File: src/logic/bsow_cfg.svh
`ifndef BSOW_CFG_SVH
`define BSOW_CFG_SVH
// comparison select codes
`define BSOW_SEL_SENSE_WIRE   3'h2
`define BSOW_SEL_BALANCE_WIRE 3'h3
`define BSOW_SEL_SWITCH       3'h4
// channel count and result layout
`define BSOW_NUM_CH           16
`define BSOW_CH_W             4
`define BSOW_HALF_W           8
`define BSOW_DATA_W           16
`define BSOW_RESULT_ABORT     8'hff
`define BSOW_AUX_DEFAULT      16'h8000
// aux channel select: 0 rotates over all, 1..16 locks one channel
`define BSOW_AUX_ALL          5'h00
`define BSOW_AUX_LOCK_MAX     5'h10
// switch count limits for a switch check
`define BSOW_MAX_SWITCHES     5'h08
// open wire threshold step in reading units per threshold code
`define BSOW_OW_STEP          16'h0100
`endif

File: src/logic/bsow_pkg.sv
package bsow_pkg;
  typedef enum logic [2:0] {
    BSOW_IDLE,
    BSOW_SCAN,
    BSOW_WAIT,
    BSOW_DONE
  } bsow_state_t;

  typedef enum logic [1:0] {
    BSOW_MODE_SWITCH,
    BSOW_MODE_SENSE,
    BSOW_MODE_BALANCE
  } bsow_mode_t;

  // one converter sample pair for a channel
  typedef struct packed {
    logic [3:0]  channel;
    logic [15:0] main_cell_reading;
    logic [15:0] aux_cell_reading;
  } bsow_sample_t;

  typedef struct packed {
    logic comparison_abort;
    logic aux_cell_ready;
    logic switch_check_ready;
    logic sense_wire_check_ready;
    logic balance_wire_check_ready;
  } bsow_flags_t;
endpackage : bsow_pkg

File: src/logic/bsow_top.sv
`timescale 1ns/1ps
`include "bsow_cfg.svh"
// How it works
// - code 0b100 plus go starts switch check
// - enabled switches: aux below half main
// - switch ready flag, results in two registers
// - cleared selects plus switch go opens switches
// - pause release restores configured balancing switches
// - refused check: abort, ready flags, results ff
// - locked aux selection aborted pulses reload output
// - refuse bad aux select or channel above count
// - refuse unless both converters run continuously
// - refuse while balancing runs unpaused
// - refuse over eight switches or three adjacent
// - test sinks on all pins per control bit
// - codes 0b010/0b011 plus go start wire checks
// - wire check compares readings to threshold
// - wire ready flag and matching result register
// - locked balance-wire reading copied to diag aux
// - sense-wire reading never copied to diag main
module bsow_top #(
  parameter logic [15:0] OW_STEP = `BSOW_OW_STEP
) (
  input  wire logic                        mclk_in,
  input  wire logic                        rst_n_in,
  input  wire logic                        clk_en_in,
  input  wire logic [2:0]                  comparison_select_in,
  input  wire logic                        comparison_go_in,
  input  wire logic                        switch_control_go_in,
  input  wire logic [7:0]                  diag_switch_select_a_in,
  input  wire logic [7:0]                  diag_switch_select_b_in,
  input  wire logic                        balancing_pause_in,
  input  wire logic                        balancing_active_in,
  input  wire logic [15:0]                 balance_config_in,
  input  wire logic                        main_adc_continuous_in,
  input  wire logic                        aux_adc_continuous_in,
  input  wire logic [4:0]                  aux_channel_select_in,
  input  wire logic [4:0]                  num_cell_in,
  input  wire logic [1:0]                  open_wire_sink_control_in,
  input  wire logic [3:0]                  open_wire_threshold_in,
  input  wire logic                        flags_clear_in,
  input  wire logic                        sample_valid_in,
  input  wire bsow_pkg::bsow_sample_t      sample_in,
  output logic [15:0]                      balance_switch_out,
  output logic [15:0]                      sense_sink_en_out,
  output logic [15:0]                      balance_sink_en_out,
  output logic [3:0]                       channel_req_out,
  output logic                             busy_out,
  output bsow_pkg::bsow_flags_t            flags_out,
  output logic [7:0]                       switch_result_a_out,
  output logic [7:0]                       switch_result_b_out,
  output logic [15:0]                      sense_wire_result_out,
  output logic [15:0]                      balance_wire_result_out,
  output logic [15:0]                      diag_aux_result_out,
  output logic                             aux_result_reload_out
);

  // ==========================================================
  // helper functions
  // ==========================================================
  function automatic logic [4:0] count_ones(input logic [15:0] v);
    logic [4:0] n;
    n = 5'h00;
    for (int i = 0; i < `BSOW_NUM_CH; i++) begin
      n = n + {4'h0, v[i]};
    end
    return n;
  endfunction : count_ones

  function automatic logic three_adjacent(input logic [15:0] v);
    logic hit;
    hit = 1'b0;
    for (int i = 0; i < `BSOW_NUM_CH - 2; i++) begin
      hit = hit | (v[i] & v[i+1] & v[i+2]);
    end
    return hit;
  endfunction : three_adjacent

  // ==========================================================
  // state
  // ==========================================================
  bsow_pkg::bsow_state_t state_reg, state_next;
  bsow_pkg::bsow_mode_t  mode_reg, mode_next;
  bsow_pkg::bsow_flags_t flags_reg, flags_next;
  logic                  go_pend_reg, go_pend_next;
  logic [3:0]            ch_reg, ch_next;
  logic [15:0]           sw_reg, sw_next;
  logic                  test_reg, test_next;
  logic                  pause_d_reg, pause_d_next;
  logic [15:0]           scan_mask_reg, scan_mask_next;
  logic [15:0]           res_reg, res_next;
  logic [7:0]            res_a_reg, res_a_next;
  logic [7:0]            res_b_reg, res_b_next;
  logic [15:0]           vcow_reg, vcow_next;
  logic [15:0]           cbow_reg, cbow_next;
  logic [15:0]           diag_aux_reg, diag_aux_next;
  logic                  reload_reg, reload_next;
  logic [15:0]           sense_sink_reg, sense_sink_next;
  logic [15:0]           bal_sink_reg, bal_sink_next;
  logic                  busy_reg, busy_next;

  // ==========================================================
  // start qualification
  // ==========================================================
  logic [15:0] diag_sel;
  logic        aux_locked;
  logic        aux_invalid;
  logic [3:0]  aux_lock_ch;
  logic        refuse;
  logic [15:0] aux_mask;
  logic [15:0] cell_mask;
  logic [15:0] ow_limit;

  always_comb begin
    diag_sel    = {diag_switch_select_b_in, diag_switch_select_a_in};
    aux_locked  = (aux_channel_select_in != `BSOW_AUX_ALL) &&
                  (aux_channel_select_in <= `BSOW_AUX_LOCK_MAX);
    aux_invalid = aux_channel_select_in > `BSOW_AUX_LOCK_MAX;
    aux_lock_ch = aux_channel_select_in[3:0] - 4'h1;
    cell_mask   = 16'h0000;
    for (int i = 0; i < `BSOW_NUM_CH; i++) begin
      cell_mask[i] = (5'(i) < num_cell_in);
    end
    aux_mask = aux_locked ? (cell_mask & (16'h0001 << aux_lock_ch)) : cell_mask;
    refuse = aux_invalid
           || (aux_locked && (aux_channel_select_in > num_cell_in))
           || !main_adc_continuous_in || !aux_adc_continuous_in
           || (balancing_active_in && !balancing_pause_in)
           || (count_ones(diag_sel) > `BSOW_MAX_SWITCHES)
           || three_adjacent(diag_sel);
    ow_limit = 16'(OW_STEP * {12'h000, open_wire_threshold_in});
  end

  // ==========================================================
  // next state
  // ==========================================================
  logic fail;
  logic last_ch;

  always_comb begin
    state_next      = state_reg;
    mode_next       = mode_reg;
    flags_next      = flags_reg;
    go_pend_next    = go_pend_reg | comparison_go_in;
    ch_next         = ch_reg;
    sw_next         = sw_reg;
    test_next       = test_reg;
    pause_d_next    = balancing_pause_in;
    scan_mask_next  = scan_mask_reg;
    res_next        = res_reg;
    res_a_next      = res_a_reg;
    res_b_next      = res_b_reg;
    vcow_next       = vcow_reg;
    cbow_next       = cbow_reg;
    diag_aux_next   = diag_aux_reg;
    reload_next     = 1'b0;
    fail            = 1'b0;
    last_ch         = (ch_reg == 4'(`BSOW_NUM_CH - 1));

    // test current sinks on every pin while the sink control bit is set
    sense_sink_next = open_wire_sink_control_in[0] ? 16'hffff : 16'h0000;
    bal_sink_next   = open_wire_sink_control_in[1] ? 16'hffff : 16'h0000;

    if (flags_clear_in) begin
      flags_next = '0;
    end

    // switch drive: test selection overrides balancing until released
    if (switch_control_go_in) begin
      sw_next   = diag_sel;
      test_next = (diag_sel != 16'h0000);
    end else if (pause_d_reg && !balancing_pause_in) begin
      test_next = 1'b0;
      sw_next   = balancing_active_in ? balance_config_in : 16'h0000;
    end else if (!test_reg) begin
      sw_next = (balancing_active_in && !balancing_pause_in) ? balance_config_in
                                                             : 16'h0000;
    end

    case (state_reg)
      bsow_pkg::BSOW_IDLE: begin
        if (go_pend_reg) begin
          go_pend_next = comparison_go_in;
          ch_next      = 4'h0;
          res_next     = 16'h0000;
          if (comparison_select_in == `BSOW_SEL_SWITCH) begin
            if (refuse) begin
              flags_next.comparison_abort   = 1'b1;
              flags_next.aux_cell_ready     = 1'b1;
              flags_next.switch_check_ready = 1'b1;
              res_a_next  = `BSOW_RESULT_ABORT;
              res_b_next  = `BSOW_RESULT_ABORT;
              reload_next = aux_locked;
            end else begin
              mode_next      = bsow_pkg::BSOW_MODE_SWITCH;
              scan_mask_next = diag_sel & aux_mask;
              state_next     = bsow_pkg::BSOW_SCAN;
            end
          end else if (comparison_select_in == `BSOW_SEL_SENSE_WIRE) begin
            mode_next      = bsow_pkg::BSOW_MODE_SENSE;
            scan_mask_next = cell_mask;
            state_next     = bsow_pkg::BSOW_SCAN;
          end else if (comparison_select_in == `BSOW_SEL_BALANCE_WIRE) begin
            mode_next      = bsow_pkg::BSOW_MODE_BALANCE;
            scan_mask_next = aux_mask;
            state_next     = bsow_pkg::BSOW_SCAN;
          end
        end
      end
      bsow_pkg::BSOW_SCAN: begin
        // channels outside the mask are skipped and pass
        if (scan_mask_reg[ch_reg]) begin
          state_next = bsow_pkg::BSOW_WAIT;
        end else if (last_ch) begin
          state_next = bsow_pkg::BSOW_DONE;
        end else begin
          ch_next = ch_reg + 4'h1;
        end
      end
      bsow_pkg::BSOW_WAIT: begin
        // a stale sample of another channel is ignored, the scan waits
        if (sample_valid_in && (sample_in.channel == ch_reg)) begin
          case (mode_reg)
            bsow_pkg::BSOW_MODE_SWITCH: begin
              fail = !(sample_in.aux_cell_reading <
                       {1'b0, sample_in.main_cell_reading[15:1]});
            end
            bsow_pkg::BSOW_MODE_SENSE: begin
              fail = sample_in.main_cell_reading < ow_limit;
            end
            default: begin
              fail = sample_in.aux_cell_reading < ow_limit;
            end
          endcase
          res_next[ch_reg] = fail;
          // main reading of a sense-wire check is deliberately not kept
          if (aux_locked && (mode_reg != bsow_pkg::BSOW_MODE_SENSE)) begin
            diag_aux_next = sample_in.aux_cell_reading;
          end
          if (last_ch) begin
            state_next = bsow_pkg::BSOW_DONE;
          end else begin
            ch_next    = ch_reg + 4'h1;
            state_next = bsow_pkg::BSOW_SCAN;
          end
        end
      end
      bsow_pkg::BSOW_DONE: begin
        state_next = bsow_pkg::BSOW_IDLE;
        case (mode_reg)
          bsow_pkg::BSOW_MODE_SWITCH: begin
            res_a_next = res_reg[7:0];
            res_b_next = res_reg[15:8];
            flags_next.switch_check_ready = 1'b1;
          end
          bsow_pkg::BSOW_MODE_SENSE: begin
            vcow_next = res_reg;
            flags_next.sense_wire_check_ready = 1'b1;
          end
          default: begin
            cbow_next = res_reg;
            flags_next.balance_wire_check_ready = 1'b1;
          end
        endcase
      end
      default: begin
        state_next = bsow_pkg::BSOW_IDLE;
      end
    endcase
    busy_next = (state_next != bsow_pkg::BSOW_IDLE);
  end

  // ==========================================================
  // registers
  // ==========================================================
  always_ff @(posedge mclk_in or negedge rst_n_in) begin
    if (!rst_n_in) begin
      state_reg      <= bsow_pkg::BSOW_IDLE;
      mode_reg       <= bsow_pkg::BSOW_MODE_SWITCH;
      flags_reg      <= '0;
      go_pend_reg    <= 1'b0;
      ch_reg         <= 4'h0;
      sw_reg         <= 16'h0000;
      test_reg       <= 1'b0;
      pause_d_reg    <= 1'b0;
      scan_mask_reg  <= 16'h0000;
      res_reg        <= 16'h0000;
      res_a_reg      <= 8'h00;
      res_b_reg      <= 8'h00;
      vcow_reg       <= 16'h0000;
      cbow_reg       <= 16'h0000;
      diag_aux_reg   <= `BSOW_AUX_DEFAULT;
      reload_reg     <= 1'b0;
      sense_sink_reg <= 16'h0000;
      bal_sink_reg   <= 16'h0000;
      busy_reg       <= 1'b0;
    end else if (clk_en_in) begin
      state_reg      <= state_next;
      mode_reg       <= mode_next;
      flags_reg      <= flags_next;
      go_pend_reg    <= go_pend_next;
      ch_reg         <= ch_next;
      sw_reg         <= sw_next;
      test_reg       <= test_next;
      pause_d_reg    <= pause_d_next;
      scan_mask_reg  <= scan_mask_next;
      res_reg        <= res_next;
      res_a_reg      <= res_a_next;
      res_b_reg      <= res_b_next;
      vcow_reg       <= vcow_next;
      cbow_reg       <= cbow_next;
      diag_aux_reg   <= diag_aux_next;
      reload_reg     <= reload_next;
      sense_sink_reg <= sense_sink_next;
      bal_sink_reg   <= bal_sink_next;
      busy_reg       <= busy_next;
    end
  end

  // ==========================================================
  // outputs
  // ==========================================================
  assign balance_switch_out      = sw_reg;
  assign sense_sink_en_out       = sense_sink_reg;
  assign balance_sink_en_out     = bal_sink_reg;
  assign channel_req_out         = ch_reg;
  assign busy_out                = busy_reg;
  assign flags_out               = flags_reg;
  assign switch_result_a_out     = res_a_reg;
  assign switch_result_b_out     = res_b_reg;
  assign sense_wire_result_out   = vcow_reg;
  assign balance_wire_result_out = cbow_reg;
  assign diag_aux_result_out     = diag_aux_reg;
  assign aux_result_reload_out   = reload_reg;
endmodule : bsow_top

File: config.mk
export PLATFORM = sky130hd
export DESIGN_NAME = bsow_top
export DESIGN_NICKNAME = d
export VERILOG_FILES = /design/src/logic/bsow_pkg.sv /design/src/logic/bsow_top.sv
export VERILOG_INCLUDE_DIRS = /design/src /design/src/logic
export SDC_FILE = /design/constraint.sdc
export NUM_CORES = 1
export LEC_CHECK = 0
export ABC_AREA = 0
export BUFFER_PORTS_ARGS = -buffer_cell sky130_fd_sc_hd__buf_2
export CORE_MARGIN = 2
export CORE_UTILIZATION = 36
export DETAILED_ROUTE_END_ITERATION = 8
export GPL_TIMING_DRIVEN = 0
export SYNTH_ARGS = -nofsm -noshare
export SYNTH_HDL_FRONTEND = slang
export SYNTH_SLANG_ARGS = --single-unit
File: constraint.sdc
create_clock -name mclk_in -period 4.5 [get_ports mclk_in]
set_input_delay 0.9 -clock mclk_in [delete_from_list [all_inputs] [get_ports mclk_in]]
set_output_delay 0.9 -clock mclk_in [all_outputs]
set_load 0.01 [all_outputs]
======== Word-level counts from Yosys, hierarchy flattened ========
Index checks and enable logic that the tools add are counted.
operators by class
  add/subtract/negate cells ............... 17
  $lt $le $gt $ge ......................... 25
  eq/ne operators ......................... 18
  shifts and indexed selects .............. 1
  multiplexer cells ....................... 67
  bitwise logic cells ..................... 45
  reduce and logical (&&, ||, !) cells .... 37
operators by type and width
  cell                    number
  $mux W16                14
  $add A5 B1 Y5           11
  $lt A4 B5 Y1 const A    8
  $mux W8                 5
  $mux W3                 11
  $and A16 B16 Y16        2
  $lt A16 B12 Y1          2
  $pmux W16 S2            1
  $pmux W8 S2             2
  $and A1 B1 Y1           28
  $lt A3 B5 Y1 const A    4
  $bwmux W16              1
  $lt A16 B15 Y1          1
  $mux W4                 4
  $reduce_bool A16 Y1     1
  $shl A1 B4 Y16 const A  1
  $mux W1                 15
  $mux W2                 7
  $or A1 B1 Y1            14
  $eq A3 B2 Y1 const B    4
  $ne A2 B2 Y1 const B    6
  $pmux W4 S3             1
  $lt A1 B5 Y1 const A    2
  $lt A2 B5 Y1 const A    2
  39 further kinds        63
storage, ports and cells
  bits in registers ....................... 163
  input port bits ......................... 98
  output and inout bits ................... 123
  word-level logic and storage cells ...... 233

======== Depth between registers and ports, before layout ========
  word-level depth ........................ 23
  mapped depth ............................ 18
  depth with buffers taken out ............ 16

======== Worst setup path after synthesis ========
No wires, ideal clock.
  kind .................................... in2reg
  start point ............................. input port diag_switch_select_a_in[0]
  end point ............................... register res_a_reg[0], in the netlist switch_result_a_out[0]
  setup time .............................. 121 ps
  data arrival time ....................... 5239 ps
  slack ................................... -861 ps
  cell stages on the path ................. 18
  path through ............................ inv_1 -> fa_1 -> fa_1 -> fa_1 -> fa_1 -> inv_1 -> ha_1 -> inv_1 -> fa_1 -> or3b_2 -> nor3b_1 -> nor2_1 -> a2bb2oi_1 -> a21boi_0 -> o21a_1 -> buf_2 -> buf_2 -> o22a_1
between the ends
  word-level cells in the longest chain between the ends .. 20
  elaborated cells between the ends (all ways) .. 35
  classes of those cells .................. add/sub: 15; order compare: 1; eq/ne: 1; bitwise: 15; reduce/logical: 3
ends and longest elaborated chain
  element                        line             text
  start, declared                bsow_top.sv:30   input wire logic [7:0] diag_switch_select_a_in,
  $add A1 B1 Y2                  bsow_top.sv:65   n = n + {4'h0, v[i]};
  $add A2 B1 Y3                  bsow_top.sv:65
  $add A3 B1 Y4                  bsow_top.sv:65
  $add A4 B1 Y5                  bsow_top.sv:65
  $add A5 B1 Y5 (11 in a row)    bsow_top.sv:65
  $gt A5 B4 Y1 (no line)         --
  $logic_or A1 B1 Y1             bsow_top.sv:125  refuse = aux_invalid
  $logic_or A1 B1 Y1 *           bsow_top.sv:125
  $ne A2 B2 Y1 (no line) *       --
  $reduce_and A6 Y1 (no line) *  --
  end signal, assigned           bsow_top.sv:308  res_a_reg <= res_a_next;
  end, declared                  bsow_top.sv:92   logic [7:0] res_a_reg, res_a_next;
Every way passes the cells marked *; elsewhere a longest branch is shown, timed or not.
A chain may end at the register's enable or synchronous reset.

======== Worst setup path in the final report ========
  start point ............................. input port diag_switch_select_b_in[7]
  end point ............................... register scan_mask_reg[10]
between the ends
  word-level cells in the longest chain between the ends .. 6
  elaborated cells between the ends (all ways) .. 8
  classes of those cells .................. add/sub: 1; order compare: 1; eq/ne: 1; bitwise: 2; reduce/logical: 3
ends and longest elaborated chain
  element                        line             text
  start, declared                bsow_top.sv:31   input wire logic [7:0] diag_switch_select_b_in,
  $add A5 B1 Y5                  bsow_top.sv:65
  $gt A5 B4 Y1 (no line)         --
  $logic_or A1 B1 Y1             bsow_top.sv:125
  $logic_or A1 B1 Y1 *           bsow_top.sv:125
  $ne A2 B2 Y1 (no line) *       --
  $reduce_and A5 Y1 (no line) *  --
  end signal, assigned           bsow_top.sv:306  scan_mask_reg <= scan_mask_next;
  end, declared                  bsow_top.sv:90   logic [15:0] scan_mask_reg, scan_mask_next;
Marked as above.

==> qor.yml <==
core_area_sq_mm: 0.0210
synth_edf_count: 0
synth-seq-cells: 133
p_total_w: 0.00471
wl_per_cell_um: 16.9
utilization_pct: 48.0
hp-class: "input pin to async pin"
cts.htree.levels: 4
cp_slowest_cell: "fa_1"
cts_buffers: 17
synth-compound-area-share_pct: 16.4
fin_setup_tns_ps: -16880
critical_path_required_ps: 4800
crit_chain: "buf_12, inv_8, fa_1, fa_1, fa_1, fa_1, inv_1, ha_2, inv_2, fa_1, or3b_4, o32ai_2, a22oi_2, a2bb2oi_2, and3_4, o21ai_4, buf_6, mux2_4"
die_x_um: 150
setup_ws_ps: -511
sw_frac_of_total_pct: 35.7
clkPwrFrac_pct: 31.3
viasPerCell: 5.13
num_rows: 53
ys_warn_count: 0
muxShareOfSynthArea_pct: 11.8
drcViolationCount: 0
track_usage_pct: 20.1
grt_overflow_total: 0
power_density_mw_per_mm2: 468
root_buffer: "clkbuf_16"
wirelength_um: 22100
timing.hold.ws_ps: 411
antenna_found_initial: 0
critPathMaxStageDelay_ps: 550
crit_arrival_ps: 5310
slew_headroom_pct: 35.8
synth_fa_ha_area_share_pct: 8.64
nFillCells: 2029
dieArea_sq_mm: 0.0225
netSwitchingPower_w: 0.00168
vias: 6711
p_leak_nw: 5.13
gp_congestion: 0.918
grt_max_degree: 88
syn-instance-count: 774
clk_pin_slew_ps: 70
crit_type: "input pin to flop"
die_y_um: 150
hold_viol: 0
grt_pass1_wl_um: 35200
finClkSkew_ps: 9.19
synthArstFlopShare_pct: 100
max_freq_ghz: 0.200
p_int_w: 0.00303
status: "complete, but fails checks"
vdd_drop_max_mv: 0.268
min_period_ps: 5010
violations: "setup timing"
critical_path.startpoint_type: "input pin"
critPathBufInv: 5
synth_top_family_by_area: "compound AO/OA/AOI/OAI gates"
portBuffers: 215
drive_gt1_share_pct: 38.6
p_comb_share_pct: 35.3
rsz0062_at_grt: "true"
setup_violations: 40
cts.sinks: 133
nets: 1164
seq_power_share_pct: 33.4
place_hpwl_um: 16600
synth_xor_area_share_pct: 0.456
area_growth_pct: 31.0
cp_top_family: "adder cells"
ant_nets: 0
yosys.area.top_type_share_pct: 43.0
yosysSeqAreaShare_pct: 43.4
synth_commonest_cells: "dfrtp_1, mux2_2, o21ai_0"
cp_common_cell: "fa_1"
grt_pass1_vias: 6633
cts_tree: "yes"
syn-num-nets: 919
ios: 221
avgSynthCellArea_sq_um: 9.92
clk_latency_ps: 420
synth.largest_area_cell: "dfrtp_1"
synth_area_leaders: "dfrtp_1, mux2_2, ha_1"
yosysUniqueCellTypes: 67
cts_buffer_depth: 2
drt_iter0_drc: 318
synth_top_flop_cell: "dfrtp_1"
yosysMostFrequentCell: "dfrtp_1"
synth_area_sq_mm: 0.00768
first_pass_iters: 5
fin_crit_sh_pct: 111
crit_fanout: 5
start_util_pct: 36.6
synth-simple-area-share_pct: 11.5
endpoint_kind: "flop"
cts.hold.buffers_added: 0
drv_slew: 0
drv_cap: 0
tightest_slew_ps: 960
cells in the final DEF (no fill, tap or decap), types with 3 or more instances in the layout:
| cell type | Yosys | final |
|---|---|---|
| buf_8 | 0 | 5 |
| nand2b_1 | 7 | 7 |
| a22oi_1 | 17 | 16 |
| nand3_1 | 14 | 13 |
| buf_6 | 1 | 10 |
| xor2_1 | 3 | 3 |
| o21ai_0 | 67 | 66 |
| mux2i_1 | 8 | 8 |
| buf_2 | 6 | 208 |
| nor3_1 | 13 | 13 |
| inv_1 | 54 | 45 |
| nor4_1 | 4 | 4 |
| o22ai_1 | 4 | 4 |
| buf_4 | 32 | 39 |
| ha_1 | 37 | 36 |
| inv_2 | 0 | 8 |
| inv_6 | 0 | 5 |
| a21o_1 | 9 | 9 |
| nand4_1 | 8 | 8 |
| a21oi_1 | 37 | 36 |
| buf_1 | 4 | 4 |
| nor2_1 | 46 | 45 |
| inv_8 | 0 | 6 |
| o22a_1 | 16 | 16 |
| mux2_2 | 68 | 67 |
| clkbuf_1 | 27 | 27 |
| and3_1 | 6 | 5 |
| nor2b_1 | 10 | 10 |
| a211oi_1 | 8 | 8 |
| clkbuf_16 | 0 | 18 |
| nand2_1 | 66 | 63 |
| dfrtp_1 | 132 | 132 |
| a31oi_1 | 11 | 11 |
| fa_1 | 10 | 10 |
logic make-up after synthesis:
group,count (synthesis)
DFF,133
and+or+nand+nor,188
buffers and inverters,125
muxes,79
AOI/OAI and AO/OA,198
adders and majority gates,47
xor gates and xnor gates,4
repair_timing:
action	in CTS	in global routing
endpoints found under the hold margin	0	0
setup endpoints to repair	40	40
cloned	1	1
gates resized for setup	41	7
pin swaps	11	8
buffers inserted	7	1
layer usage:
layer / vias to the layer above / global-route usage, % / wire [um]
li1: 3220 / - / -
met1: 3235 / 26.9 / 9850
met2: 235 / 33.2 / 10600
met3: 21 / 3.54 / 1400
met4: 0 / 5.80 / 286
met5: - / 0 / 0
worst paths after layout:
| kind | start | end | slack (ps) | cells after the start |
|---|---|---|---|---|
| worst max-delay path | diag_switch_select_b_in[7] | scan_mask_reg[10] | -510 | 18 |
| worst min-delay path | rst_n_in | switch_result_a_out[6] | 410 | 1 |
| worst max register to register | state_reg[2] | diag_aux_result_out[8] | 1520 | 8 |
| worst min register to register | balance_switch_out[2] | balance_switch_out[2] | 470 | 2 |
| max in group asynchronous | rst_n_in | diag_aux_result_out[15] | 3260 | 2 |
| min in group mclk_in | balance_switch_out[2] | balance_switch_out[2] | 470 | 2 |
metrics by stage:
step,cells,worst slack (ps),instance area [sq um]
2_1_floorplan,774,-676,7730
3_3_place_gp,1264,-1190,9150
3_5_place_dp,1265,-1220,9180
4_1_cts,1305,-513,10000
5_1_grt,1307,-664,10100
6_report,1308,-511,10100
power by group through the flow:
stage / clock, W / combinational [W] / sequential [W]
after floorplan: 0 / 0.00103 / 0.00162
after global placement: 0 / 0.00158 / 0.00159
after detailed placement: 0 / 0.00161 / 0.00159
after CTS: 0.00151 / 0.00165 / 0.00157
after global routing: 0.00156 / 0.00185 / 0.00161
final: 0.00147 / 0.00166 / 0.00157
layout make-up:
type | count | area, sq um | area share (%)
Buffer | 71 | 425 | 4.23
Multi-Input combinational cell | 516 | 3820 | 38.0
Clock inverter | 15 | 201 | 2.00
Inverter | 54 | 210 | 2.09
Sequential cell | 133 | 3330 | 33.1
Tap cell | 275 | 344 | 3.42
Clock buffer | 17 | 425 | 4.23
Antenna cell | 1 | 2.50 | 0.0249
Timing Repair Buffer | 226 | 1290 | 12.8
No activity file was read; power rests on OpenSTA's default activity.
